[src/logic/mctpu_pkg.sv]
/*
 Constants, field layouts and carrier types for the six-channel timer unit.
 Assumes one 10 MHz clock and plain configuration ports, no register bus.
*/
`default_nettype none
package mctpu_pkg;
    localparam int NCH = 6;
    localparam int CW  = 16;
    localparam logic [15:0] CNT_MAX  = 16'hFFFF;
    localparam logic [15:0] CNT_ZERO = 16'h0000;
    localparam logic [15:0] GR_RESET = 16'hFFFF;
    // Count clock selects and the prescaler masks that make their ticks
    localparam logic [2:0] CLK_DIV1  = 3'h0;
    localparam logic [2:0] CLK_DIV4  = 3'h1;
    localparam logic [2:0] CLK_DIV16 = 3'h2;
    localparam logic [2:0] CLK_DIV64 = 3'h3;
    localparam int PRE_W = 6;
    localparam logic [5:0] MASK_DIV4  = 6'h03;
    localparam logic [5:0] MASK_DIV16 = 6'h0F;
    localparam logic [5:0] MASK_DIV64 = 6'h3F;
    // Counter clearing sources
    localparam logic [2:0] CLR_NONE = 3'h0;
    localparam logic [2:0] CLR_GRA  = 3'h1;
    localparam logic [2:0] CLR_GRB  = 3'h2;
    localparam logic [2:0] CLR_SYNC = 3'h3;
    // Pin setting: bit 3 picks capture, low bits pick action or edge
    localparam int IO_CAP_BIT = 3;
    localparam logic [1:0] IO_OFF  = 2'h0;
    localparam logic [1:0] IO_LOW  = 2'h1;
    localparam logic [1:0] IO_HIGH = 2'h2;
    localparam logic [1:0] IO_TOG  = 2'h3;
    localparam logic [1:0] CAP_RISE = 2'h0;
    localparam logic [1:0] CAP_FALL = 2'h1;
    localparam logic [1:0] CAP_BOTH = 2'h2;
    localparam logic [1:0] CAP_XCH  = 2'h3;
    // General register slots; C and D buffer A and B
    localparam int GR_A = 0;
    localparam int GR_B = 1;
    localparam int GR_C = 2;
    localparam int GR_D = 3;
    localparam int BUF_OFS = 2;
    localparam logic [5:0] BUF_CH  = 6'h09;
    localparam logic [5:0] XCAP_CH = 6'h1B;

    typedef struct packed {
        logic [2:0]      clk_sel;
        logic [2:0]      clear_source_field;
        logic [1:0][3:0] pin_io_control;
        logic            buf_en;
        logic            overflow_irq_enable;
        logic [1:0]      match_capture_irq_enable;
    } mctpu_chcfg_type;

    typedef struct packed {
        logic       en;
        logic [2:0] chan;
        logic [1:0] sel;
        logic [15:0] data;
    } mctpu_wr_type;

    typedef struct packed {
        logic       overflow_flag;
        logic [1:0] match_capture_flag;
    } mctpu_flags_type;
endpackage
`default_nettype wire

[src/logic/mctpu_timer_pulse_unit.sv]
/*
 Six-channel 16-bit timer: counting, compare output, capture,
 synchronous preset/clear and buffer operation on channels 0 and 3.
 Assumes pin inputs and software strobes are synchronous to CLOCK.
*/
`default_nettype none
// Function
// - After reset every counter is free-running with no clearing source.
// - Setting a start bit makes the counter advance on its count clock.
// - Wrap from all ones to zero sets the overflow flag.
// - Overflow flag with its enable raises the channel interrupt.
// - After overflow the counter keeps counting from zero.
// - Match with selected clearing sets match flag and zeroes counter.
// - Match or capture flag with its enable raises the interrupt.
// - Compare match drives the pin low, high or toggled per setting.
// - A match asking for the present level leaves the pin alone.
// - Selected pin edge copies the counter into the general register.
// - Channels 0,1,3,4 may capture on another channel's clock or match.
// - Capture selected as clearing source zeroes the counter at capture.
// - Counter write in sync mode loads all synchronised channels.
// - Sync-cleared channels clear with another synchronised channel.
// - All six channels can join synchronous operation.
// - Only channels 0 and 3 buffer: C buffers A, D buffers B.
// - Buffered compare match moves buffer into its general register.
// - Buffered capture moves old register value into the buffer.
// - Stopping the counter keeps the pin at its compare level.
module mctpu_timer_pulse_unit (
    input  wire logic                                CLOCK,
    input  wire logic                                SYS_RST,
    input  wire logic [mctpu_pkg::NCH-1:0]           START_CONTROL,
    input  wire logic [mctpu_pkg::NCH-1:0]           SYNC_SELECT,
    input  wire mctpu_pkg::mctpu_chcfg_type [5:0]    CHANNEL_CONTROL,
    input  wire mctpu_pkg::mctpu_wr_type             COUNTER_WRITE,
    input  wire mctpu_pkg::mctpu_wr_type             GR_WRITE,
    input  wire mctpu_pkg::mctpu_flags_type [5:0]    FLAG_CLEAR,
    input  wire logic [5:0][1:0]                     PIN_IN,
    output logic [5:0][1:0]                          PIN_OUT,
    output logic [5:0][1:0]                          PIN_OE,
    output logic [5:0][15:0]                         CHANNEL_COUNTER,
    output logic [5:0][3:0][15:0]                    GENERAL_REGISTER,
    output mctpu_pkg::mctpu_flags_type [5:0]         CHANNEL_STATUS,
    output logic [mctpu_pkg::NCH-1:0]                IRQ
);
    import mctpu_pkg::*;

    // The undivided select ticks every clock; divided ones wait for prescaler ones
    // Tick of a count clock select; unknown selects never tick
    function automatic logic tick_of(input logic [2:0] sel, input logic [5:0] pre);
        logic t;
        t = 1'b0;
        unique case (sel)
            CLK_DIV1:  t = 1'b1;
            CLK_DIV4:  t = (pre & MASK_DIV4) == MASK_DIV4;
            CLK_DIV16: t = (pre & MASK_DIV16) == MASK_DIV16;
            CLK_DIV64: t = (pre & MASK_DIV64) == MASK_DIV64;
            default:   t = 1'b0;
        endcase
        return t;
    endfunction

    // Edge or cross-channel capture trigger
    function automatic logic cap_hit(input logic [1:0] m, input logic p,
                                     input logic c, input logic x);
        logic h;
        h = 1'b0;
        unique case (m)
            CAP_RISE: h = ~p & c;
            CAP_FALL: h = p & ~c;
            CAP_BOTH: h = p ^ c;
            CAP_XCH:  h = x;
        endcase
        return h;
    endfunction

    // Pin level after a compare match
    function automatic logic pin_next(input logic [1:0] m, input logic lvl);
        logic n;
        n = lvl;
        unique case (m)
            IO_OFF:  n = lvl;
            IO_LOW:  n = 1'b0;
            IO_HIGH: n = 1'b1;
            IO_TOG:  n = ~lvl;
        endcase
        return n;
    endfunction

    // One free prescaler feeds every divided count clock, so channels on the
    // same ratio always tick together; synchronous operation relies on that
    logic [PRE_W-1:0]     pre_reg;
    logic [5:0][15:0]     cnt_reg, cnt_next;
    logic [5:0][3:0][15:0] gr_reg, gr_next;
    logic [5:0][1:0]      lvl_reg, lvl_next;
    logic [5:0][1:0]      prev_reg;
    mctpu_flags_type [5:0] flag_reg, flag_next;

    // Per-channel event wires; slot 0 of a pair is pin A and slot 1 pin B
    logic [5:0]      ch_tick, cnt_en, ovf, clr_own, clr_do, bufm, xtrig, cnt_wr_hit;
    logic [5:0][1:0] is_cap, cmp, cap, ev, out_on;
    logic            sync_clr_any, cnt_wr_sync;

    // Sync preset: a write to a synchronised channel reaches all of them
    // Writes naming channels 6 and 7 are dropped, never aliased
    assign cnt_wr_sync = COUNTER_WRITE.chan < 3'(NCH) &&
                         SYNC_SELECT[COUNTER_WRITE.chan[2:0]];
    // Any synchronised channel clearing by its own source drags the group
    assign sync_clr_any = |(clr_own & SYNC_SELECT);

    genvar i, j;
    generate
        for (i = 0; i < NCH; i++) begin : g_ch
            mctpu_chcfg_type cfg;
            assign cfg = CHANNEL_CONTROL[i];
            // Count enable only on the selected tick while started
            assign ch_tick[i] = tick_of(cfg.clk_sel, pre_reg);
            assign cnt_en[i]  = START_CONTROL[i] & ch_tick[i];
            assign ovf[i]     = cnt_en[i] & (cnt_reg[i] == CNT_MAX);
            assign bufm[i]    = cfg.buf_en & BUF_CH[i];

            // Cross-channel capture sources exist only on 0,1,3,4
            if (i % 3 == 0) begin : g_xclk
                // The undivided clock is refused as a capture source
                assign xtrig[i] = ch_tick[i+1] &
                                  (CHANNEL_CONTROL[i+1].clk_sel != CLK_DIV1);
            end else if (i % 3 == 1) begin : g_xcmp
                assign xtrig[i] = cmp[i-1][GR_A];
            end else begin : g_xnone
                assign xtrig[i] = 1'b0;
            end

            // A capture-mode pin never drives, so the unit never fights the
            // external source on that wire
            for (j = 0; j < 2; j++) begin : g_pin
                assign is_cap[i][j] = cfg.pin_io_control[j][IO_CAP_BIT];
                assign out_on[i][j] = ~is_cap[i][j] &
                                      (cfg.pin_io_control[j][1:0] != IO_OFF);
                // Compare is only evaluated on a count tick
                assign cmp[i][j] = cnt_en[i] & ~is_cap[i][j] &
                                   (cnt_reg[i] == gr_reg[i][j]);
                assign cap[i][j] = is_cap[i][j] &
                                   cap_hit(cfg.pin_io_control[j][1:0], prev_reg[i][j],
                                           PIN_IN[i][j], xtrig[i] & XCAP_CH[i]);
                assign ev[i][j]  = cmp[i][j] | cap[i][j];

                // Hardware events win over a software write in the same cycle
                assign gr_next[i][j] =
                    cap[i][j] ? cnt_reg[i] :
                    (cmp[i][j] & bufm[i]) ? gr_reg[i][j+BUF_OFS] :
                    (GR_WRITE.en && GR_WRITE.chan == 3'(i) && GR_WRITE.sel == 2'(j)) ?
                        GR_WRITE.data : gr_reg[i][j];
                // Buffers exist only on buffer-capable channels
                assign gr_next[i][j+BUF_OFS] =
                    (cap[i][j] & bufm[i]) ? gr_reg[i][j] :
                    (BUF_CH[i] && GR_WRITE.en && GR_WRITE.chan == 3'(i) &&
                     GR_WRITE.sel == 2'(j + BUF_OFS)) ? GR_WRITE.data :
                        gr_reg[i][j+BUF_OFS];

                // Level holds between matches, so a stopped counter keeps it
                assign lvl_next[i][j] = (cmp[i][j] & out_on[i][j]) ?
                    pin_next(cfg.pin_io_control[j][1:0], lvl_reg[i][j]) :
                    lvl_reg[i][j];
                assign PIN_OE[i][j] = out_on[i][j];

                // Set wins over clear so no event is lost
                assign flag_next[i].match_capture_flag[j] = ev[i][j] |
                    (flag_reg[i].match_capture_flag[j] &
                     ~FLAG_CLEAR[i].match_capture_flag[j]);
            end

            assign flag_next[i].overflow_flag = ovf[i] |
                (flag_reg[i].overflow_flag & ~FLAG_CLEAR[i].overflow_flag);

            // Own clearing by match or capture of the selected register
            assign clr_own[i] = (cfg.clear_source_field == CLR_GRA & ev[i][GR_A]) |
                                (cfg.clear_source_field == CLR_GRB & ev[i][GR_B]);
            assign clr_do[i]  = clr_own[i] |
                                (cfg.clear_source_field == CLR_SYNC & SYNC_SELECT[i] &
                                 sync_clr_any);
            assign cnt_wr_hit[i] = COUNTER_WRITE.en &
                                   (COUNTER_WRITE.chan == 3'(i) |
                                    (SYNC_SELECT[i] & cnt_wr_sync));

            // Write, then clear, then count; the 16-bit add wraps to zero
            assign cnt_next[i] = cnt_wr_hit[i] ? COUNTER_WRITE.data :
                                 clr_do[i] ? CNT_ZERO :
                                 cnt_en[i] ? 16'(cnt_reg[i] + 16'h0001) :
                                 cnt_reg[i];

            // Interrupt is a level from sticky flags; it drops on a flag clear or when its enable is removed
            assign IRQ[i] = (flag_reg[i].overflow_flag & cfg.overflow_irq_enable) |
                            |(flag_reg[i].match_capture_flag &
                              cfg.match_capture_irq_enable);
        end
    endgenerate

    // Prescaler runs free so all channels share tick phase
    always_ff @(posedge CLOCK) begin
        if (SYS_RST) begin
            pre_reg <= '0;
        end else begin
            pre_reg <= PRE_W'(pre_reg + 6'h01);
        end
    end

    // All channel state in one place; reset config is zero, free-running
    always_ff @(posedge CLOCK) begin
        if (SYS_RST) begin
            cnt_reg  <= '0;
            gr_reg   <= {24{GR_RESET}};
            lvl_reg  <= '0;
            prev_reg <= '0;
            flag_reg <= '0;
        end else begin
            cnt_reg  <= cnt_next;
            gr_reg   <= gr_next;
            lvl_reg  <= lvl_next;
            prev_reg <= PIN_IN;
            flag_reg <= flag_next;
        end
    end

    assign PIN_OUT          = lvl_reg;
    assign CHANNEL_COUNTER  = cnt_reg;
    assign GENERAL_REGISTER = gr_reg;
    assign CHANNEL_STATUS   = flag_reg;
endmodule // mctpu_timer_pulse_unit
`default_nettype wire

[config.mk]
export PLATFORM = sky130hd
export DESIGN_NAME = mctpu_timer_pulse_unit
export DESIGN_NICKNAME = d
export VERILOG_FILES = /design/src/logic/mctpu_pkg.sv /design/src/logic/mctpu_timer_pulse_unit.sv
export SDC_FILE = /design/constraint.sdc
export NUM_CORES = 1
export LEC_CHECK = 0
export ABC_CLOCK_PERIOD_IN_PS = 6550
export BUFFER_PORTS_ARGS = -buffer_cell sky130_fd_sc_hd__buf_4
export CAP_MARGIN = 40
export CORE_AREA = 2 2 279 281
export CTS_BUF_LIST = sky130_fd_sc_hd__clkbuf_4
export CTS_CLUSTER_SIZE = 10
export DETAILED_ROUTE_END_ITERATION = 10
export DIE_AREA = 0 0 281 283
export GPL_TIMING_DRIVEN = 0
export MAX_ROUTING_LAYER = met4
export SLEW_MARGIN = 20
export SYNTH_ARGS = -nofsm -noshare
export SYNTH_HDL_FRONTEND = slang
export SYNTH_SLANG_ARGS = --single-unit
[constraint.sdc]
create_clock -name CLOCK -period 6.55 [get_ports CLOCK]
set_clock_uncertainty 0.2 [all_clocks]
set_input_delay 0.655 -clock CLOCK [delete_from_list [all_inputs] [get_ports CLOCK]]
set_output_delay 0.655 -clock CLOCK [all_outputs]
set_load 0.05 [all_outputs]
==> results.md, run 1 <==
- TritonRoute pass-1 iters: 8
- Distinct cells, synth: 87
- Post-route core utilization: 45.1%
- Vias in the first global route: 28.2k
- Power Density: 211 nW/µm²
- Residual DRC count: 0
- Iteration-0 DRC Markers: 3230
- Grt total ovfl: 0
- Crit-path max FO: 10
- Clk slew on worst S/H paths: 60 ps
- Mapped Cells: 3435
- Status: complete, no violations
- WL final: 139000 µm
- Synth Register Bits: 400
- Drt via density: 5.44
- Quantity of I/O buffers inserted on ports: 558
- CTS H-tree lvls: 3
- Max FFs per register: 256
- Initial Util: 33.3%
- Max Slew Vio Count: 0
- Largest net degree at the start of global routing: 16
- Final setup TNS: 0 ps
- Die width: 281 µm
- VDD IR-drop max: 120 µV
- WL per Instance: 25.1 µm
- Hold Path Class: input pin to flop
- IO Pins: 724
- First-pass GRT wire length: 195000 µm
- CTS Buf Count: 115
- Total GRT Usage: 34.3%
- Area of the core: 76700 µm²
- RR Startpoint: pre_reg[0]
- Post-Syn Area: 25500 µm²
- Die area: 79500 µm²
- Sequential element share of the synthesized area: 31.4%
- EDFF count, synth: 0
- Clock Latency Late Sink: 960 ps
- CTS root buf: clkbuf_4
- Placement Rows: 102
- Syn avg cell area: 7.43 µm²
- Min-delay src: COUNTER_WRITE[3]
- Layout cells sized above 1: 23.3%
- Slew HR: 38.5%
- CP Data Required Time: 7170 ps
- Final Hold Viols: 0
- Via count: 30.1k
- CP Launch Point: pre_reg[0]
- Ys Warns: 0
- CP Class: flop to flop
- Worst-margin pin slew: 922 ps
- Fmax: 188 MHz
- Layout Nets: 4600
- Top FF cell, synth: dfxtp_1
- Critical Path Start Type: flop
- Post-route ant nets: 0
- CTS resizes: 0
- Asr flop ratio synth: 0%
- RSZ-0062 raised after global routing: false
- Fin Hold WS: 84.8 ps
- Final setup viols: 0
- Post-layout min period: 5330 ps
- Die Height: 283 µm
- Final Cycle Share: 81.4%
- # clock sinks: 400
- Routability cong.: 0.987
- Antenna violations before repair: 22
- Area Growth Syn to Fin: 35.5%
- CTS tree: built
- Postcts setup bufs: 0
- Maxcap violations: 0
- Post-layout total power: 0.00730 W
- P_leak: 14.8 nW
- Post-DP HPWL: 106000 µm
- CTS Buffer Depth: 3
- Data arrival, critical path: 5950 ps
- CP endpoint kind: flop
synth_stat cells, types with 15 or more instances:
library cell  instances  area [µm²]
a211oi_1             31         233
a21o_1               19         143
a21oi_1             130         651
a22o_1               15         131
a22oi_1              23         173
a31oi_1              61         382
a32o_1               18         180
and2_1               17         106
and3_1               27         169
buf_2                49         245
buf_4               135        1010
clkbuf_1            211         792
dfxtp_1             400        8010
ha_1                 31         388
inv_1                71         267
mux2i_1             136        1360
nand2_1             774        2910
nand2b_1             20         125
nand3_1             194         971
nand4_1              32         200
nor2_1              158         593
nor2b_1              41         257
nor3_1               33         165
nor4_1               34         213
o211ai_1            147        1100
o21ai_0             214        1070
o221ai_1             16         140
xnor2_1              43         377
xor2_1              152        1330
worst paths after layout:
path | end | slack, ps | cells after the start
max reg2reg | CHANNEL_COUNTER[15] | 1220 | 13
min | CHANNEL_COUNTER[83] | 80 | 3
max | CHANNEL_COUNTER[15] | 1220 | 13
min reg2reg | pre_reg[0] | 250 | 1
kinds of logic after synthesis:
group / synth area share, %
AO/OA/AOI/OAI: 20.7
buffers and inverters: 9.60
multiplexers: 5.69
adder cells (fa/ha/maj): 1.52
XOR/XNOR: 6.82
AND/OR/NAND/NOR: 24.2
other: 0.0147
flip-flops: 31.4
power by group:
group / internal [W] / switching (W)
registers: 0.00257 / 0.000187
clock network: 0.00120 / 0.00122
logic: 0.000657 / 0.00146
stage by stage:
step                      setup slack [ps]  area, µm²  cells
final                                 1220      34600   5532
after global routing                  1100      34600   5529
after CTS                             1330      34500   5502
after detailed placement              1330      32100   5196
after global placement                 635      31500   5160
after floorplan                       3130      26000   3562
repair_timing:
action | in CTS | in global routing
endpoints found under the setup margin | 0 | 0
endpoints found under the hold margin | 95 | 2
hold buffers | 93 | 2
layout make-up:
cell class | count | area (µm²)
fill | 7929 | 42100
clock buffer | 173 | 1300
timing repair buffer | 694 | 5710
sequential | 400 | 8010
antenna | 23 | 57.6
tap | 1040 | 1300
buffer | 417 | 2210
multi-input combinational | 2674 | 15600
clock inverter | 40 | 160
inverter | 71 | 267
cells in the final DEF (no fill, tap or decap), types with 34 or more instances in the layout:
| cell | count |
|---|---|
| nand2_1 | 774 |
| buf_4 | 698 |
| dfxtp_1 | 400 |
| o21ai_0 | 214 |
| nand3_1 | 194 |
| clkbuf_1 | 192 |
| clkbuf_4 | 173 |
| nor2_1 | 157 |
| xor2_1 | 152 |
| o211ai_1 | 147 |
| mux2i_1 | 136 |
| a21oi_1 | 130 |
| conb_1 | 128 |
| dlygate4sd3_1 | 95 |
| inv_1 | 71 |
| a31oi_1 | 61 |
| buf_2 | 58 |
| xnor2_1 | 43 |
| nor2b_1 | 41 |
| clkinv_1 | 34 |
layer usage:
| layer | routed length [µm] | vias up | part of all wire (%) | GRT usage (%) |
|---|---|---|---|---|
| met2 | 62000 | 1733 | 45 | 52.1 |
| met5 | 0 | - | 0 | - |
| met3 | 14100 | 379 | 10 | 8.79 |
| li1 | - | 13700 | - | - |
| met4 | 8270 | 0 | 6.0 | 19.8 |
| met1 | 54200 | 14300 | 39 | 40.9 |
critical path, stage by stage (launching register included):
cell	delay (ps)
dfxtp_1	360
ha_1	190
buf_2	240
nor2_1	80
a21oi_1	570
nand2_2	320
nor3_4	770
nor2_1	370
o22ai_1	770
a211oi_4	290
a31oi_1	470
buf_4	270
o31ai_1	80
a21oi_1	240
(Power assumes the default switching activity.)
==> run 2, diff against run 1 <==
- ABC_CLOCK_PERIOD_IN_PS: 6550 -> 5290
- clock period: 6.55 -> 5.29 ns (I/O delays scaled with it)
==> run 2 against run 1 <==
Compared with the run above:
- worst setup slack worse by 980 ps
- final cell count is 0.63% higher
- fmax grew 5.6%
- register-to-register slack got worse by 980 ps
- power grew 24%
- first-iteration DRC count grew 1.2%
- hold slack lost 14 ps
- critical endpoint unchanged
- largest power group unchanged
==> results.md, run 2 (synthesis gave the netlist of run 1 again) <==
- Max FFs per register: 256 (unchanged)
- Clock Latency Late Sink: 950 ps (about the same)
- Routability cong.: 0.987 (unchanged)
- # placed instances: 5196 (unchanged)
- Hold Path Class: input pin to flop
- Post-layout min period: 5050 ps (-281 ps)
- Data arrival, critical path: 5670 ps (-280 ps)
- Most Frequent Cell on Critical Path: a31oi_1
- Fraction of power consumed by the clock network: 33.2% (about the same)
- Post-route ant nets: 0 (unchanged)
- TritonRoute pass-1 iters: 6 (-2)
- Grt total ovfl: 0 (unchanged)
- Worst-margin pin slew: 961 ps (+39.4 ps)
- Initial Util: 33.3% (unchanged)
- Area of the core: 76700 µm² (unchanged)
- CTS H-tree lvls: 3 (unchanged)
- Iteration-0 DRC Markers: 3268 (+1.2%)
- P_leak: 15.0 nW (+1.0%)
- Flop pwr share: 37.6% (about the same)
- Logic pwr share: 29.2% (about the same)
- Crit path cell chain: ha_1 > buf_2 > nand4_1 > a31oi_1 > nor2_1 > o22ai_1 > a211oi_4 > a31oi_1 > buf_4 > o31ai_1 > a21oi_1
- Internal power: 0.00549 W (+24%)
- Die width: 281 µm (unchanged)
- Post-DP HPWL: 106000 µm (unchanged)
- VDD IR-drop max: 148 µV (+24%)
- Area Growth Syn to Fin: 37.0%
- Layout Nets: 4638 (+0.83%)
- Delay of the slowest critical-path stage: 880 ps (+110 ps)
- Max Slew Vio Count: 0 (unchanged)
- CTS Buffer Depth: 3 (unchanged)
- Layout cells sized above 1: 23.2% (-0.13 points)
- Quantity of I/O buffers inserted on ports: 558 (unchanged)
- Largest net degree at the start of global routing: 16 (unchanged)
- # clock sinks: 400 (unchanged)
- Antenna violations before repair: 19 (-14%)
- P_sw: 0.00357 W (+24%)
- RSZ-0062 raised after global routing: false
- Slowest-stage cell, CP: a31oi_1
- Final cell count without fillers: 5567 (+0.63%)
- Crit-path max FO: 10 (unchanged)
- Clk slew on worst S/H paths: 60 ps (about the same)
- CP endpoint kind: flop
- Die area: 79500 µm² (unchanged)
- First-pass GRT wire length: 196000 µm (+0.57%)
- Slew HR: 35.9% (-2.6 points)
- CP Data Required Time: 5910 ps (-1260 ps)
- Via count: 30.3k (+0.85%)
- IO Pins: 724 (unchanged)
- CP Buf/Inv Count: 2 (unchanged)
- CTS root buf: clkbuf_4
- WL per Instance: 25.1 µm (about the same)
- Final Hold Viols: 0 (unchanged)
- Die Height: 283 µm (unchanged)
- Drt via density: 5.45 (+0.21%)
- CP Class: flop to flop
- Total GRT Usage: 34.5% (+0.15 points)
- CTS Buf Count: 115 (unchanged)
- Critical Path Start Type: flop
- Residual DRC count: 0 (unchanged)
- Fillers: 7889 (-0.50%)
- Switch share: 39.4% (about the same)
- CTS tree: built
- Placement Rows: 102 (unchanged)
- Crit path max-delay family: compound AO/OA/AOI/OAI gates
- Fmax: 198 MHz (+5.6%)
- Final Cycle Share: 95.4% (+14 points)
- CTS resizes: 0 (unchanged)
- Most frequent cells in the layout: nand2_1 (774), buf_4 (700), dfxtp_1 (400)
- Power Density: 259 nW/µm² (+23%)
- Status: complete, no violations
- Vias in the first global route: 28.5k (+0.94%)
- Maxcap violations: 0 (unchanged)
- WL final: 139000 µm (+0.61%)
- Final setup viols: 0 (unchanged)
- Leading cell type in the layout, fill and taps excluded: nand2_1
- Final setup TNS: 0 ps (unchanged)
==> run 2: layout make-up <==
cell class	instances	area (µm²)	area share (%)
Buffer	417	2210	6.32
Clock buffer	173	1300	3.71
Tap cell	1040	1300	3.72
Timing Repair Buffer	732	6090	17.4
Antenna cell	20	50.0	0.143
Inverter	71	267	0.762
Clock inverter	40	160	0.458
Sequential cell	400	8010	22.9
Multi-Input combinational cell	2674	15600	44.6
==> run 2: repair_timing <==
item                                    4_1_cts  5_1_grt
endpoints found under the hold margin       181        2
hold buffers                                129        1
buffers inserted                              0        3
endpoints found under the setup margin        0       43
==> run 2: path summary, 6_finish.rpt <==
| kind | end | startpoint | slack, ps | cells after the start |
|---|---|---|---|---|
| setup reg to reg | CHANNEL_COUNTER[15] | pre_reg[0] | 240 | 11 |
| setup / recovery | CHANNEL_COUNTER[15] | pre_reg[0] | 240 | 11 |
| hold reg to reg | pre_reg[0] | pre_reg[0] | 250 | 1 |
| hold / removal | CHANNEL_COUNTER[15] | CHANNEL_CONTROL[13] | 70 | 4 |
==> run 2: power by group through the flow <==
| stage | clock network (W) | logic (W) | registers [W] |
|---|---|---|---|
| floorplan | 0 | 0.00112 | 0.00391 |
| finish | 0.00300 | 0.00265 | 0.00341 |
| detailed placement | 0 | 0.00253 | 0.00346 |
| CTS | 0.00304 | 0.00260 | 0.00340 |
| global placement | 0 | 0.00248 | 0.00347 |
| global route | 0.00319 | 0.00277 | 0.00342 |
==> run 2: metrics by stage <==
| stage | util [%] | hold WS (ps) | total power, W | cell area [µm²] | setup slack, ps |
|---|---|---|---|---|---|
| after floorplan | - | 218 | 0.00503 | 26000 | 1910 |
| after global placement | 41.0 | 227 | 0.00594 | 31500 | -625 |
| after detailed placement | 41.8 | 243 | 0.00599 | 32100 | 93.4 |
| after CTS | 45.4 | 13.8 | 0.00904 | 34800 | 68.2 |
| after global routing | 45.6 | 114 | 0.00938 | 35000 | 126 |
| final | 45.6 | 70.3 | 0.00906 | 35000 | 242 |
==> run 2: worst register-to-register path, stage by stage (launching register included) <==
cell and delay, ps:
dfxtp_1 360, ha_1 190, buf_2 240, nand4_1 580
a31oi_1 880, nor2_1 370, o22ai_1 750, a211oi_4 300
a31oi_1 480, buf_4 270, o31ai_1 80, a21oi_1 250
==> run 2: metal layers <==
metal / routed length, µm / track usage [%] / vias up
li1: - / - / 13800
met1: 54200 / 41.2 / 14400
met2: 62800 / 52.6 / 1814
met3: 14500 / 8.65 / 374
met4: 8010 / 19.5 / 0
met5: 0 / - / -
